--- src/io_port_consts.svh ---
// register offsets, field positions and reset values of the port block
// assumes an 8-bit apb byte address and 32-bit apb data
//
// What this block does
// - second output port ORs data with pattern bits
// - first port ORs data, pattern, monitors, capstan
// - pattern ports float until first data write
// - ports c, i, j set direction per nibble
// - port d low bits per-bit, upper nibble shared
// - port e: two inputs, six outputs
// - three external irqs trigger on falling edges
// - nmi pin triggers on falling edge
// - port f upper nibble releases standby
// - port k direction set per bit
// - pwm4 and switching pins high at reset
// - reset pin driven low during power-on
// - playback pin pulled up in standby option
`ifndef IO_PORT_CONSTS_SVH
`define IO_PORT_CONSTS_SVH

`define OFS_PA_DAT   8'h00
`define OFS_PB_DAT   8'h04
`define OFS_PC_DAT   8'h08
`define OFS_PC_DIR   8'h0c
`define OFS_PD_DAT   8'h10
`define OFS_PD_DIR   8'h14
`define OFS_PE_DAT   8'h18
`define OFS_PF_DAT   8'h1c
`define OFS_PG_DAT   8'h20
`define OFS_PH_DAT   8'h24
`define OFS_PI_DAT   8'h28
`define OFS_PI_DIR   8'h2c
`define OFS_PJ_DAT   8'h30
`define OFS_PJ_DIR   8'h34
`define OFS_PK_DAT   8'h38
`define OFS_PK_DIR   8'h3c
`define OFS_IRQ_STAT 8'h40
`define OFS_IRQ_MASK 8'h44
`define OFS_CTRL     8'h48

`define IRQ_EXT_A    0
`define IRQ_EXT_B    1
`define IRQ_EXT_C    2
`define IRQ_NMI      3
`define IRQ_WAKE     4
`define IRQ_MASKABLE 5'h17
`define CTRL_STANDBY 0

`define PE_DAT_RST   6'h30
`define PH_DAT_RST   4'hf
`define DIR_RST      8'h00

`endif

--- src/io_port_pkg.sv ---
// types shared by the port block
// assumes nothing beyond the compile order
`default_nettype none
package io_port_pkg;
  typedef logic [7:0] port_byte_t;
  typedef enum logic [1:0] {
    PWR_RUN     = 2'b01,
    PWR_STANDBY = 2'b10
  } power_state_t;
endpackage
`default_nettype wire

--- src/port_ctl_if.sv ---
// carrier between the register file and one bidirectional port
// assumes write strobes are single-cycle pulses
`default_nettype none
interface port_ctl_if;
  import io_port_pkg::*;
  logic       wr_dat;
  logic       wr_dir;
  port_byte_t wdata;
  port_byte_t rdata;
  port_byte_t pin_in;
  port_byte_t pin_out;
  port_byte_t pin_oe_n;
  modport regs (output wr_dat, wr_dir, wdata, pin_in,
                input rdata, pin_out, pin_oe_n);
  modport port (input wr_dat, wr_dir, wdata, pin_in,
                output rdata, pin_out, pin_oe_n);
endinterface
`default_nettype wire

--- src/falling_edge_irq.sv ---
// one-cycle pulse on a falling edge of a synchronous input
// assumes the input is already synchronous to clock_i
`default_nettype none
module falling_edge_irq
  import io_port_pkg::*;
(
  input  wire logic clock_i,
  input  wire logic rst_n_i,
  input  wire logic level_i,
  output logic      fall_o
);
  logic last;
  logic next_last;

  always_comb
  begin
    next_last = level_i;
  end

  always_ff @(posedge clock_i)
  begin
    if (!rst_n_i)
      last <= 1'b1;
    else
      last <= next_last;
  end

  assign fall_o = last & ~level_i;

  chk_fall_only_edge: assert property (@(posedge clock_i) disable iff (!rst_n_i) fall_o |-> $past(level_i) && !level_i) else $error("pulse without a falling edge");
endmodule // falling_edge_irq
`default_nettype wire

--- src/bidir_port.sv ---
// one 8-bit bidirectional port: data latch, direction, read path
// direction granularity per half chosen by parameters
`include "io_port_consts.svh"
`default_nettype none
module bidir_port
  import io_port_pkg::*;
#(
  parameter bit LOW_PER_BIT = 1'b0,
  parameter bit UP_PER_BIT  = 1'b0
)(
  input  wire logic clock_i,
  input  wire logic rst_n_i,
  port_ctl_if.port  ctl
);
  port_byte_t dat;
  port_byte_t dir;
  port_byte_t next_dat;
  port_byte_t next_dir;
  port_byte_t out_en;

  always_comb
  begin
    next_dat = ctl.wr_dat ? ctl.wdata : dat;
    next_dir = ctl.wr_dir ? ctl.wdata : dir;
  end

  always_ff @(posedge clock_i)
  begin
    if (!rst_n_i)
    begin
      dat <= 8'h00;
      dir <= `DIR_RST;
    end
    else
    begin
      dat <= next_dat;
      dir <= next_dir;
    end
  end

  // per-bit or whole-nibble direction
  always_comb
  begin
    out_en[3:0] = LOW_PER_BIT ? dir[3:0] : {4{dir[0]}};
    out_en[7:4] = UP_PER_BIT ? dir[7:4] : {4{dir[4]}};
  end

  assign ctl.pin_out  = dat;
  assign ctl.pin_oe_n = ~out_en;
  assign ctl.rdata    = (ctl.pin_in & ~out_en) | (dat & out_en);

  chk_dir_reset_in: assert property (@(posedge clock_i) $rose(rst_n_i) |-> ctl.pin_oe_n == 8'hff) else $error("port bit not input after reset");
endmodule // bidir_port
`default_nettype wire

--- src/io_port_top.sv ---
// pin-level port logic with apb register access
// assumes all pins are synchronous to clock_i; reset is synchronous
`include "io_port_consts.svh"
`default_nettype none
module io_port_top
  import io_port_pkg::*;
#(
  parameter bit POR_OPTION     = 1'b1,
  parameter bit BUF_AMP_OPTION = 1'b1
)(
  input  wire logic        clock_i,
  input  wire logic        rst_n_i,
  input  wire logic        psel_i,
  input  wire logic        penable_i,
  input  wire logic        pwrite_i,
  input  wire logic [7:0]  paddr_i,
  input  wire logic [31:0] pwdata_i,
  output logic [31:0]      prdata_o,
  output logic             pready_o,
  output logic             pslverr_o,
  input  wire logic [10:0] pattern_gen_out_i,
  input  wire logic        capstan_ctrl_out_i,
  input  wire logic        track_monitor_1_i,
  input  wire logic        track_monitor_2_i,
  input  wire logic        track_monitor_3_i,
  input  wire logic        track_monitor_a_i,
  output logic [7:0]       porta_o,
  output logic [7:0]       porta_oe_n_o,
  output logic [7:0]       portb_o,
  output logic [7:0]       portb_oe_n_o,
  input  wire logic [7:0]  portc_i,
  output logic [7:0]       portc_o,
  output logic [7:0]       portc_oe_n_o,
  input  wire logic [7:0]  portd_i,
  output logic [7:0]       portd_o,
  output logic [7:0]       portd_oe_n_o,
  input  wire logic [1:0]  porte_i,
  input  wire logic [4:0]  pwm_i,
  input  wire logic        switching_pulse_out_i,
  output logic [7:2]       porte_o,
  output logic [7:2]       porte_oe_n_o,
  input  wire logic [7:0]  portf_i,
  input  wire logic [7:0]  portg_i,
  input  wire logic [3:0]  porth_i,
  output logic [3:0]       porth_od_o,
  output logic [3:0]       porth_od_oe_n_o,
  input  wire logic [7:0]  porti_i,
  output logic [7:0]       porti_o,
  output logic [7:0]       porti_oe_n_o,
  input  wire logic [7:0]  portj_i,
  output logic [7:0]       portj_o,
  output logic [7:0]       portj_oe_n_o,
  input  wire logic [3:0]  portk_i,
  output logic [3:0]       portk_o,
  output logic [3:0]       portk_oe_n_o,
  input  wire logic        nmi_n_i,
  input  wire logic        por_active_i,
  output logic             rst_pin_o,
  output logic             rst_pin_oe_n_o,
  output logic             playback_data_pullup_o,
  output logic             standby_o,
  output logic             irq_o,
  output logic             nmi_o
);
  port_ctl_if c_if ();
  port_ctl_if d_if ();
  port_ctl_if i_if ();
  port_ctl_if j_if ();
  port_ctl_if k_if ();

  port_byte_t   pa_dat;
  port_byte_t   pb_dat;
  logic [7:2]   pe_dat;
  logic [3:0]   ph_dat;
  logic         pa_live;
  logic         pb_live;
  logic         pe_live;
  logic [4:0]   irq_stat;
  logic [4:0]   irq_mask;
  power_state_t pwr;
  port_byte_t   pa_pin;
  port_byte_t   pb_pin;
  logic [7:2]   pe_pin;
  logic [31:0]  rdata;
  logic         rd_err;

  port_byte_t   next_pa_dat;
  port_byte_t   next_pb_dat;
  logic [7:2]   next_pe_dat;
  logic [3:0]   next_ph_dat;
  logic         next_pa_live;
  logic         next_pb_live;
  logic         next_pe_live;
  logic [4:0]   next_irq_stat;
  logic [4:0]   next_irq_mask;
  power_state_t next_pwr;
  port_byte_t   next_pa_pin;
  port_byte_t   next_pb_pin;
  logic [7:2]   next_pe_pin;
  logic [31:0]  next_rdata;
  logic         next_rd_err;

  logic         setup;
  logic         wr;
  logic [4:0]   events;
  logic [3:0]   wake_fall;
  logic         fall_a;
  logic         fall_b;
  logic         fall_c;
  logic         fall_nmi;
  logic [4:0]   stat_clr;
  port_byte_t   wb;

  assign setup = psel_i & ~penable_i;
  assign wr    = psel_i & penable_i & pwrite_i;
  assign wb    = pwdata_i[7:0];

  // bidirectional ports
  assign c_if.wr_dat = wr && paddr_i == `OFS_PC_DAT;
  assign c_if.wr_dir = wr && paddr_i == `OFS_PC_DIR;
  assign d_if.wr_dat = wr && paddr_i == `OFS_PD_DAT;
  assign d_if.wr_dir = wr && paddr_i == `OFS_PD_DIR;
  assign i_if.wr_dat = wr && paddr_i == `OFS_PI_DAT;
  assign i_if.wr_dir = wr && paddr_i == `OFS_PI_DIR;
  assign j_if.wr_dat = wr && paddr_i == `OFS_PJ_DAT;
  assign j_if.wr_dir = wr && paddr_i == `OFS_PJ_DIR;
  assign k_if.wr_dat = wr && paddr_i == `OFS_PK_DAT;
  assign k_if.wr_dir = wr && paddr_i == `OFS_PK_DIR;
  assign c_if.wdata  = wb;
  assign d_if.wdata  = wb;
  assign i_if.wdata  = wb;
  assign j_if.wdata  = wb;
  assign k_if.wdata  = {4'h0, wb[3:0]};
  assign c_if.pin_in = portc_i;
  assign d_if.pin_in = portd_i;
  assign i_if.pin_in = porti_i;
  assign j_if.pin_in = portj_i;
  assign k_if.pin_in = {4'h0, portk_i};

  bidir_port #(.LOW_PER_BIT(1'b0), .UP_PER_BIT(1'b0)) u_pc
    (.clock_i(clock_i), .rst_n_i(rst_n_i), .ctl(c_if.port));
  bidir_port #(.LOW_PER_BIT(1'b1), .UP_PER_BIT(1'b0)) u_pd
    (.clock_i(clock_i), .rst_n_i(rst_n_i), .ctl(d_if.port));
  bidir_port #(.LOW_PER_BIT(1'b0), .UP_PER_BIT(1'b0)) u_pi
    (.clock_i(clock_i), .rst_n_i(rst_n_i), .ctl(i_if.port));
  bidir_port #(.LOW_PER_BIT(1'b0), .UP_PER_BIT(1'b0)) u_pj
    (.clock_i(clock_i), .rst_n_i(rst_n_i), .ctl(j_if.port));
  bidir_port #(.LOW_PER_BIT(1'b1), .UP_PER_BIT(1'b1)) u_pk
    (.clock_i(clock_i), .rst_n_i(rst_n_i), .ctl(k_if.port));

  assign portc_o      = c_if.pin_out;
  assign portc_oe_n_o = c_if.pin_oe_n;
  assign portd_o      = d_if.pin_out;
  assign portd_oe_n_o = d_if.pin_oe_n;
  assign porti_o      = i_if.pin_out;
  assign porti_oe_n_o = i_if.pin_oe_n;
  assign portj_o      = j_if.pin_out;
  assign portj_oe_n_o = j_if.pin_oe_n;
  assign portk_o      = k_if.pin_out[3:0];
  assign portk_oe_n_o = k_if.pin_oe_n[3:0];

  // interrupt edges
  falling_edge_irq u_fa (.clock_i(clock_i), .rst_n_i(rst_n_i),
    .level_i(porte_i[0]), .fall_o(fall_a));
  falling_edge_irq u_fb (.clock_i(clock_i), .rst_n_i(rst_n_i),
    .level_i(porth_i[3]), .fall_o(fall_b));
  falling_edge_irq u_fc (.clock_i(clock_i), .rst_n_i(rst_n_i),
    .level_i(porte_i[1]), .fall_o(fall_c));
  falling_edge_irq u_fn (.clock_i(clock_i), .rst_n_i(rst_n_i),
    .level_i(nmi_n_i), .fall_o(fall_nmi));

  genvar g;
  generate
    for (g = 0; g < 4; g++)
    begin : g_wake
      falling_edge_irq u_fw (.clock_i(clock_i), .rst_n_i(rst_n_i),
        .level_i(portf_i[g+4]), .fall_o(wake_fall[g]));
    end
  endgenerate

  always_comb
  begin
    events = 5'h00;
    events[`IRQ_EXT_A] = fall_a;
    events[`IRQ_EXT_B] = fall_b;
    events[`IRQ_EXT_C] = fall_c;
    events[`IRQ_NMI]   = fall_nmi;
    events[`IRQ_WAKE]  = (pwr == PWR_STANDBY) && (|wake_fall);
    stat_clr = (wr && paddr_i == `OFS_IRQ_STAT) ? pwdata_i[4:0] : 5'h00;
  end

  // registers, pins and power state
  always_comb
  begin
    next_pa_dat   = pa_dat;
    next_pb_dat   = pb_dat;
    next_pe_dat   = pe_dat;
    next_ph_dat   = ph_dat;
    next_pa_live  = pa_live;
    next_pb_live  = pb_live;
    next_pe_live  = pe_live;
    next_irq_mask = irq_mask;
    next_pwr      = pwr;
    if (wr)
    begin
      if (paddr_i == `OFS_PA_DAT)
      begin
        next_pa_dat  = wb;
        next_pa_live = 1'b1;
      end
      else if (paddr_i == `OFS_PB_DAT)
      begin
        next_pb_dat  = wb;
        next_pb_live = 1'b1;
      end
      else if (paddr_i == `OFS_PE_DAT)
      begin
        next_pe_dat  = wb[7:2];
        next_pe_live = 1'b1;
      end
      else if (paddr_i == `OFS_PH_DAT)
        next_ph_dat = wb[7:4];
      else if (paddr_i == `OFS_IRQ_MASK)
        next_irq_mask = pwdata_i[4:0];
    end
    // set wins over a simultaneous clear
    next_irq_stat = (irq_stat & ~stat_clr) | events;
    case (pwr)
      PWR_RUN:
        if (wr && paddr_i == `OFS_CTRL && pwdata_i[`CTRL_STANDBY])
          next_pwr = PWR_STANDBY;
      PWR_STANDBY:
        if (|wake_fall)
          next_pwr = PWR_RUN;
      default:
        next_pwr = PWR_RUN;
    endcase
    next_pb_pin = pb_dat | pattern_gen_out_i[7:0];
    next_pa_pin = pa_dat | {track_monitor_2_i, track_monitor_a_i,
                            track_monitor_3_i, track_monitor_1_i,
                            capstan_ctrl_out_i,
                            pattern_gen_out_i[10:8]};
    next_pe_pin = pe_dat | {switching_pulse_out_i, pwm_i};
  end

  // read path, sampled in the setup cycle
  always_comb
  begin
    next_rdata  = 32'h0;
    next_rd_err = 1'b0;
    if (paddr_i == `OFS_PA_DAT)
      next_rdata[7:0] = pa_dat;
    else if (paddr_i == `OFS_PB_DAT)
      next_rdata[7:0] = pb_dat;
    else if (paddr_i == `OFS_PC_DAT || paddr_i == `OFS_PC_DIR)
      next_rdata[7:0] = c_if.rdata;
    else if (paddr_i == `OFS_PD_DAT || paddr_i == `OFS_PD_DIR)
      next_rdata[7:0] = d_if.rdata;
    else if (paddr_i == `OFS_PE_DAT)
      next_rdata[7:0] = {pe_dat, porte_i};
    else if (paddr_i == `OFS_PF_DAT)
      next_rdata[7:0] = portf_i;
    else if (paddr_i == `OFS_PG_DAT)
      next_rdata[7:0] = portg_i;
    else if (paddr_i == `OFS_PH_DAT)
      next_rdata[7:0] = {ph_dat, porth_i};
    else if (paddr_i == `OFS_PI_DAT || paddr_i == `OFS_PI_DIR)
      next_rdata[7:0] = i_if.rdata;
    else if (paddr_i == `OFS_PJ_DAT || paddr_i == `OFS_PJ_DIR)
      next_rdata[7:0] = j_if.rdata;
    else if (paddr_i == `OFS_PK_DAT || paddr_i == `OFS_PK_DIR)
      next_rdata[7:0] = k_if.rdata;
    else if (paddr_i == `OFS_IRQ_STAT)
      next_rdata[4:0] = irq_stat;
    else if (paddr_i == `OFS_IRQ_MASK)
      next_rdata[4:0] = irq_mask;
    else if (paddr_i == `OFS_CTRL)
      next_rdata[`CTRL_STANDBY] = (pwr == PWR_STANDBY);
    else
      next_rd_err = 1'b1;
    if (!setup)
    begin
      next_rdata  = rdata;
      next_rd_err = rd_err;
    end
  end

  always_ff @(posedge clock_i)
  begin
    if (!rst_n_i)
    begin
      pa_dat   <= 8'h00;
      pb_dat   <= 8'h00;
      pe_dat   <= `PE_DAT_RST;
      ph_dat   <= `PH_DAT_RST;
      pa_live  <= 1'b0;
      pb_live  <= 1'b0;
      pe_live  <= 1'b0;
      irq_stat <= 5'h00;
      irq_mask <= 5'h00;
      pwr      <= PWR_RUN;
      pa_pin   <= 8'h00;
      pb_pin   <= 8'h00;
      pe_pin   <= `PE_DAT_RST;
      rdata    <= 32'h0;
      rd_err   <= 1'b0;
    end
    else
    begin
      pa_dat   <= next_pa_dat;
      pb_dat   <= next_pb_dat;
      pe_dat   <= next_pe_dat;
      ph_dat   <= next_ph_dat;
      pa_live  <= next_pa_live;
      pb_live  <= next_pb_live;
      pe_live  <= next_pe_live;
      irq_stat <= next_irq_stat;
      irq_mask <= next_irq_mask;
      pwr      <= next_pwr;
      pa_pin   <= next_pa_pin;
      pb_pin   <= next_pb_pin;
      pe_pin   <= next_pe_pin;
      rdata    <= next_rdata;
      rd_err   <= next_rd_err;
    end
  end

  assign porta_o      = pa_pin;
  assign porta_oe_n_o = {8{~pa_live}};
  assign portb_o      = pb_pin;
  assign portb_oe_n_o = {8{~pb_live}};
  assign porte_o      = pe_pin;
  // pwm4 and switching pins always driven, pwm0-3 after first write
  assign porte_oe_n_o = {2'b00, {4{~pe_live}}};
  // open drain: pull low where the latch holds zero
  assign porth_od_o      = 4'h0;
  assign porth_od_oe_n_o = ph_dat;
  assign rst_pin_o      = 1'b0;
  assign rst_pin_oe_n_o = ~(POR_OPTION & por_active_i);
  assign playback_data_pullup_o =
    BUF_AMP_OPTION & (pwr == PWR_STANDBY);
  assign standby_o = (pwr == PWR_STANDBY);
  assign irq_o     = |(irq_stat & irq_mask & `IRQ_MASKABLE);
  assign nmi_o     = irq_stat[`IRQ_NMI];
  assign prdata_o  = rdata;
  assign pready_o  = 1'b1;
  assign pslverr_o = psel_i & penable_i & rd_err;

  chk_pb_or_gate: assert property (@(posedge clock_i) disable iff (!rst_n_i) rst_n_i |=> portb_o == ($past(pb_dat) | $past(pattern_gen_out_i[7:0]))) else $error("port b not data or pattern");
  chk_pa_capstan: assert property (@(posedge clock_i) disable iff (!rst_n_i) rst_n_i && capstan_ctrl_out_i |=> porta_o[3]) else $error("capstan bit not on port a");
  chk_pa_hiz_reset: assert property (@(posedge clock_i) disable iff (!rst_n_i) !pa_live && !(wr && paddr_i == `OFS_PA_DAT) |=> porta_oe_n_o == 8'hff) else $error("port a driven before write");
  chk_pb_live_write: assert property (@(posedge clock_i) disable iff (!rst_n_i) wr && paddr_i == `OFS_PB_DAT |=> portb_oe_n_o == 8'h00 ##1 portb_oe_n_o == 8'h00) else $error("port b not enabled by write");
  chk_irq_ext_edge: assert property (@(posedge clock_i) disable iff (!rst_n_i) $fell(porte_i[0]) |=> irq_stat[`IRQ_EXT_A]) else $error("falling edge lost");
  chk_nmi_unmasked: assert property (@(posedge clock_i) disable iff (!rst_n_i) $fell(nmi_n_i) |=> nmi_o) else $error("nmi not raised");
  chk_wake_release: assert property (@(posedge clock_i) disable iff (!rst_n_i) standby_o && (|wake_fall) |=> !standby_o && irq_stat[`IRQ_WAKE]) else $error("standby not released");
  chk_swp_high_rst: assert property (@(posedge clock_i) $rose(rst_n_i) |-> porte_o[7:6] == 2'b11 && porte_oe_n_o[7:6] == 2'b00 && porte_oe_n_o[5:2] == 4'hf) else $error("port e reset pins wrong");
  chk_rst_pin_drive: assert property (@(posedge clock_i) rst_pin_oe_n_o == !(POR_OPTION && por_active_i) && !rst_pin_o) else $error("reset pin drive wrong");
  chk_pullup_standby: assert property (@(posedge clock_i) disable iff (!rst_n_i) playback_data_pullup_o |-> standby_o) else $error("pullup outside standby");
endmodule // io_port_top
`default_nettype wire

--- config.mk ---
export PLATFORM = sky130hd
export DESIGN_NAME = io_port_top
export DESIGN_NICKNAME = d
export VERILOG_FILES = /design/src/io_port_pkg.sv /design/src/port_ctl_if.sv /design/src/falling_edge_irq.sv /design/src/bidir_port.sv /design/src/io_port_top.sv
export VERILOG_INCLUDE_DIRS = /design/src
export SDC_FILE = /design/constraint.sdc
export NUM_CORES = 1
export LEC_CHECK = 0
export ABC_AREA = 1
export ABC_CLOCK_PERIOD_IN_PS = 1440
export BUFFER_PORTS_ARGS = -buffer_cell sky130_fd_sc_hd__buf_2
export CAP_MARGIN = 0
export CORE_MARGIN = 1
export CORE_UTILIZATION = 43
export DETAILED_ROUTE_END_ITERATION = 7
export MAX_ROUTING_LAYER = met4
export PLACE_DENSITY = 0.77
export SETUP_SLACK_MARGIN = 0.1
export SYNTH_ARGS = -nofsm -noshare
export SYNTH_HDL_FRONTEND = slang
export SYNTH_SLANG_ARGS = --single-unit
--- constraint.sdc ---
create_clock -name clock_i -period 1.44 [get_ports clock_i]
set_clock_uncertainty 0.1 [all_clocks]
set_input_delay 0.216 -clock clock_i [delete_from_list [all_inputs] [get_ports clock_i]]
set_output_delay 0.216 -clock clock_i [all_outputs]
set_load 0.02 [all_outputs]
==> results of run 1 <==
logic make-up (layout without fill, tap and decap cells):
kind of cell | Yosys count | count (layout) | share of synthesized area, %
muxes | 1 | 1 | 0.153
other | 2 | 32 | 0.115
and+or+nand+nor | 362 | 363 | 27.4
buffers and inverters | 177 | 521 | 15.2
AOI/OAI and AO/OA | 187 | 187 | 17.0
DFF | 131 | 131 | 40.1
state kept, by name, summed over array words and instances (netlist names), 6 cells and up:
| register | cells |
|---|---|
| porte_o | 6 |
| pa_dat | 8 |
| u_pi.ctl.pin_out | 8 |
| u_pj.ctl.pin_out | 8 |
| porta_o | 8 |
| u_pd.ctl.pin_out | 8 |
| prdata_o | 8 |
| u_pc.ctl.pin_out | 8 |
| pb_dat | 8 |
| pe_dat | 6 |
| portb_o | 8 |
power groups by stage:
stage	combinational (mW)	sequential [mW]	clock, mW
after global routing	1.07	3.70	4.58
after CTS	0.925	3.70	4.37
after global placement	0.810	3.78	0
after floorplan	0.431	3.82	0
final	1.02	3.69	4.39
after detailed placement	0.811	3.78	0
layout make-up:
cell class,instances,area (sq um)
well taps,184,230
repair buffers,413,3280
flip-flops and latches,131,2680
clock inverters,5,100
clock buffers,25,485
inverters,77,384
fillers,1133,4140
repair inverters,1,7.51
multi-input cells,583,3400
path summary, 6_finish.rpt:
path,cells after the start,slack [ns],to
worst max-delay path,11,-0.16,prdata_o[2]
worst min-delay path,3,0.03,pb_dat[4]
worst max register to register,11,-0.16,prdata_o[2]
worst min register to register,2,0.34,irq_stat[0]
stage by stage:
stage / cells / utilization (%)
after floorplan: 890 / -
after global placement: 1307 / 56.4
after detailed placement: 1307 / 56.4
after CTS: 1386 / 67.0
after global routing: 1419 / 71.8
final: 1419 / 71.8
worst max-delay path, stage by stage, from the launching register on:
cell     delay, ns
dfxtp_4       0.37
buf_6         0.12
nand2_4       0.06
nand2_4       0.05
nand3_2       0.05
nand4_1       0.12
nor2_2        0.13
nand4_1       0.11
nand2_1       0.13
nand4_1       0.09
nand2_1       0.09
a21oi_2       0.06
timing repair:
action,4_1_cts,5_1_grt
setup endpoints to repair,71,125
resized for setup,166,154
hold endpoints to repair,36,0
buffers inserted,14,33
hold buffers,35,0
cloned,1,3
pin swaps,39,56
cell usage in the layout, fill, tap and decap left out, types with 5 or more instances in the layout:
master           n
dfxtp_4          5
nand2_2         22
nand2_1        121
clkbuf_1         5
buf_2          167
nand3_2          6
inv_1           43
buf_12          15
inv_4           11
o21ai_2         10
dlygate4sd3_1   35
dfxtp_2         27
nand3_1         17
a21oi_1         63
nor2_2          14
conb_1          32
clkbuf_16       18
o211ai_1        22
nor2_1         102
o21ai_0         36
buf_4          115
nor2_8           5
a211oi_1        32
a21oi_2         12
nor2_4          11
or2_2           17
nand4_1         20
nand2_4          9
inv_2           15
dfxtp_1         99
buf_6           76
layer usage:
metal / GRT usage [%] / vias to the layer above / wire length [um]
met5: - / - / 0
met4: 13.3 / 0 / 971
met3: 6.38 / 84 / 2100
met2: 49.8 / 459 / 12400
met1: 37.4 / 3460 / 10000
li1: - / 3465 / -
==> run summary, run 1 <==
outcome: finished with violations
failing checks: DRC, setup timing
Die Y: 125 um
static leakage: 4.99 nW
Post-Syn Instances: 860
Worst Setup SP: u_pj.dir[0]
Avg Synthesized Cell Area: 7.60 sq um
area delta synth->final: 61.5%
top cell type's share of synthesized area: 40.1%
dominant cell type by area after synthesis: dfxtp_1
vias in the first global route: 6,784
Cell Area, Synth: 0.00654 sq mm
layout cells sized above 1: 48.4%
clock buffer count from CTS: 17
hold violation count in the final report: 0
Residual DRC: 18
gpl congestion: 1.01
ant diodes: 0
Placed Instance Area: 0.00830 sq mm
Yosys cell types: 42
drt first pass iters: 8
WL/cell: 17.9 um
sw power: 2.18 mW
initial DRC count: 716
asr flop ratio synth: 0%
critical path endpoint category: flop
NumNets Final: 1,351
post-synthesis sequential area ratio: 40.1%
fmax: 626 MHz
Hold Path Class: primary input to flop
worst hold margin: 0.0253 ns
Detail Route Antenna Nets: 0
VDD IR-drop max: 0.000818 V
H-Tree Depth: 4
final worst slack: -0.158 ns
number of synthesized register bits: 131
Seq pwr share: 40.6%
worst flop-to-flop path startpoint: u_pj.dir[0]
I/O pin cnt: 291
vias per cell: 5.26
die area: 0.0157 sq mm
dominant cells by area after synthesis: dfxtp_1 (40%), buf_4 (8.4%), nand2_1 (8.3%)
via count: 7,468
switching portion of total power: 24.0%
CTS tree: done
CTS sink cnt: 131
port bufs: 234
CORE AREA: 0.0147 sq mm
commonest cells in the netlist: nand2_1 (145), dfxtp_1 (131), nor2_1 (115)
root buf cell: clkbuf_16
Tmin final: 1.60 ns
Slew Viols, Final: 0
maximum number of pins on one net before global-route repair: 42
internal power: 6.92 mW
Post-synth EDFFs: 0
Tot Pwr: 9.11 mW
pre-CTS WS: -0.515 ns
Final period util: 111%
initial core utilization: 44.5%
GRT Overall Usage: 30.9%
# rows: 44
Overflow after GRT: 0
RSZ-0062 raised after global routing: true
Fin Setup TNS: -1.00 ns
Max Buffers Root-to-Sink: 2
Clk pin slew, worst setup/hold paths: 0.06 ns
initial antenna violation count: 0
final wirelength: 25.5 mm
crit start category: flop
Critical Setup Path Class: flop to flop
Critical Path AT: 1.80 ns
worst slew pin tran: 0.549 ns
Final Setup Violations: 14
yosys warns: 0
Clk Latency, worst-skew pair: 0.42 ns
Combinational Power Share: 11.2%
Pwr Density: 863 mW/mm^2
detailed placement HPWL: 17.0 mm
die width: 125 um
Crit Path Max Fanout: 4
Clk pwr share: 48.3%
first-pass GRT wire length: 36.0 mm
Final Instance Area: 0.0106 sq mm
Top FF cell, synth: dfxtp_1
Slew HR: 63.3%
most frequent cell after synthesis: nand2_1
Max Cap Viol: 0
Worst EP required: 1.64 ns
worst hold start: pwdata_i[4]
No activity file was read; power rests on OpenSTA's default activity.
==> run 2, diff against run 1 <==
Settings changed: MAX_ROUTING_LAYER met4 to default.
==> run 2 against run 1 <==
Effect of this change:
- the run still ends with DRC, setup timing left
- combinational power shrank 4%
- global-route usage fell by 2.2 points
- die area unchanged
- clock power fell by 2%
==> run summary, run 2 (synthesis results as in run 1) <==
outcome: finished with violations
failing checks: DRC, setup timing
first-pass GRT wire length: 34.4 mm (-4.4%)
critical path's slowest cell: dfxtp_4
worst slew pin tran: 0.538 ns (-0.0109 ns)
GR Util met3: 7.36% (+0.98 points)
Final Instance Area: 0.0104 sq mm (-1.5%)
pre-CTS WS: -0.500 ns (+0.0142 ns)
die width: 125 um (unchanged)
Slew Viols, Final: 0 (unchanged)
crit start category: flop
Critical Setup Path Class: flop to flop
Worst EP required: 1.64 ns (about the same)
final core utilization: 70.7% (-1.1 points)
port bufs: 234 (unchanged)
WL/cell: 17.6 um (-2.0%)
most frequent cells in the layout: buf_2 (163), nand2_1 (120), nor2_1 (107), buf_4 (102), dfxtp_1 (96)
maximum number of pins on one net before global-route repair: 42 (unchanged)
Reg2Reg Capture Point: prdata_o[5]
Hold Path Class: primary input to flop
vias in the first global route: 6,487 (-4.4%)
Final Setup Violations: 17 (+3)
H-Tree Depth: 4 (unchanged)
Max Buffers Root-to-Sink: 2 (unchanged)
Overflow after GRT: 0 (unchanged)
initial DRC count: 728 (+1.7%)
Crit Path Max Fanout: 3 (-1)
internal power: 6.81 mW (-1.6%)
root buf cell: clkbuf_16
Critical Path AT: 1.81 ns (about the same)
final wirelength: 24.7 mm (-3.1%)
RSZ-0062 raised after global routing: true
Die Y: 125 um (unchanged)
CTS tree: done
area delta synth->final: 59.0%
Tmin final: 1.61 ns (+0.00767 ns)
Slew HR: 64.1% (+0.73 points)
Max Cap Viol: 0 (unchanged)
Pwr Density: 866 mW/mm^2 (+0.35%)
CTS sink cnt: 131 (unchanged)
GRT Overall Usage: 28.7% (-2.2 points)
Top Usage Layer GRT: met2
Reg2Reg Depth: 9 (-2)
I/O pin cnt: 291 (unchanged)
Placed Instance Area: 0.00826 sq mm (-0.48%)
detailed placement HPWL: 16.7 mm (-1.9%)
# rows: 44 (unchanged)
via count: 7,387 (-1.1%)
drt first pass iters: 8 (unchanged)
Clk Latency, worst-skew pair: 0.42 ns (about the same)
worst hold margin: 0.0231 ns (-0.00226 ns)
VDD IR-drop max: 0.000852 V (+4.2%)
layout cells sized above 1: 47.9% (-0.51 points)
gpl congestion: 0.968 (-4.1%)
die area: 0.0157 sq mm (unchanged)
crit path cell chain: buf_6 -> nand2_4 -> nand2_2 -> nand2_1 -> nand4_1 -> nor3b_4 -> nand4_1 -> nand2_1 -> a21oi_2
Seq pwr share: 41.1% (+0.5 points)
initial core utilization: 44.5% (unchanged)
Residual DRC: 19 (+1)
initial antenna violation count: 0 (unchanged)
crit path to: prdata_o[5]
Worst Setup SP: u_pj.dir[4]
Fin Setup TNS: -0.844 ns (+0.156 ns)
hold violation count in the final report: 0 (unchanged)
Clk pwr share: 48.0% (-0.3 points)
static leakage: 4.90 nW (-1.8%)
ant diodes: 0 (unchanged)
switching portion of total power: 24.3% (+0.33 points)
FF-to-FF setup slack: -0.17 ns (about the same)
Final period util: 112% (+0.53 points)
final worst slack: -0.166 ns (-0.00767 ns)
CORE AREA: 0.0147 sq mm (unchanged)
sw power: 2.19 mW (+0.15%)
slowest stage delay, CP: 0.36 ns (about the same)
vias per cell: 5.27 (about the same)
most common library cell in the layout ignoring fill and taps: buf_2
fmax: 623 MHz (-0.48%)
Combinational Power Share: 10.9% (-0.3 points)
critical path endpoint category: flop
clock buffer count from CTS: 17 (unchanged)
M1 GR Usage: 35.0% (-2.4 points)
Detail Route Antenna Nets: 0 (unchanged)
met2 Use GR: 46.7% (-3.2 points)
worst flop-to-flop path startpoint: u_pj.dir[4]
Clk pin slew, worst setup/hold paths: 0.06 ns (about the same)
NumNets Final: 1,333 (-1.3%)
## run 2: changes by cell type in the layout (fill, tap and decap cells not counted), sizes merged
cell      previous run  this run
nor2               132       134
nand3               25        26
inv                 75        74
buf                375       354
clkinvlp             1         2
clkbuf              28        24
clkinv               4        10
## run 2: how the worst min path moves through the flow
stage	start	end	slack, ns	cells after the start
6_report	pwdata_i[1]	pb_dat[1]	0.02	3
5_1_grt	pwdata_i[4]	pb_dat[4]	0.03	3
4_1_cts	pwdata_i[1]	pb_dat[1]	0.01	3
3_5_place_dp	switching_pulse_out_i	porte_o[7]	0.30	3
3_3_place_gp	switching_pulse_out_i	porte_o[7]	0.30	3
2_1_floorplan	pwm_i[4]	porte_o[6]	0.20	2
## run 2: timing repair
action	CTS	global route
cloned	1	6
hold endpoints to repair	36	0
pin swaps	34	59
setup buffers	12	18
endpoints found under the setup margin	74	120
gates resized for setup	157	156
hold buffers	35	0
## run 2: layer usage
metal	share of wire [%]	up-vias
li1	-	3442
met2	48	460
met5	0	-
met4	4.2	0
met1	38	3406
met3	9.4	79
## run 2: cell type report
cell class	count	area [sq um]
Tap cell	184	230
Timing Repair inverter	1	5.00
Timing Repair Buffer	392	3090
Fill cell	1130	4300
Sequential cell	131	2670
Inverter	77	374
Clock buffer	21	450
Clock inverter	11	135
Multi-Input combinational cell	586	3440
## run 2: metrics by stage
stage	power, mW	std cells
6_report	9.00	1403
5_1_grt	9.26	1403
4_1_cts	8.93	1380
3_5_place_dp	4.58	1300
3_3_place_gp	4.58	1300
2_1_floorplan	4.25	890
## run 2: worst max-delay path: cells and delay by family (launching register included)
kind                   cells  cell delay (ns)
DFF                        1             0.36
buffers and inverters      1             0.12
AOI/OAI and AO/OA          1             0.06
and+or+nand+nor            7             0.85
## run 2: power by group through the flow
| stage | Clock, mW | Combinational [mW] | Sequential (mW) |
|---|---|---|---|
| floorplan | 0 | 0.431 | 3.82 |
| global placement | 0 | 0.800 | 3.78 |
| detailed placement | 0 | 0.803 | 3.78 |
| CTS | 4.32 | 0.906 | 3.70 |
| global route | 4.52 | 1.04 | 3.70 |
| finish | 4.32 | 0.980 | 3.70 |
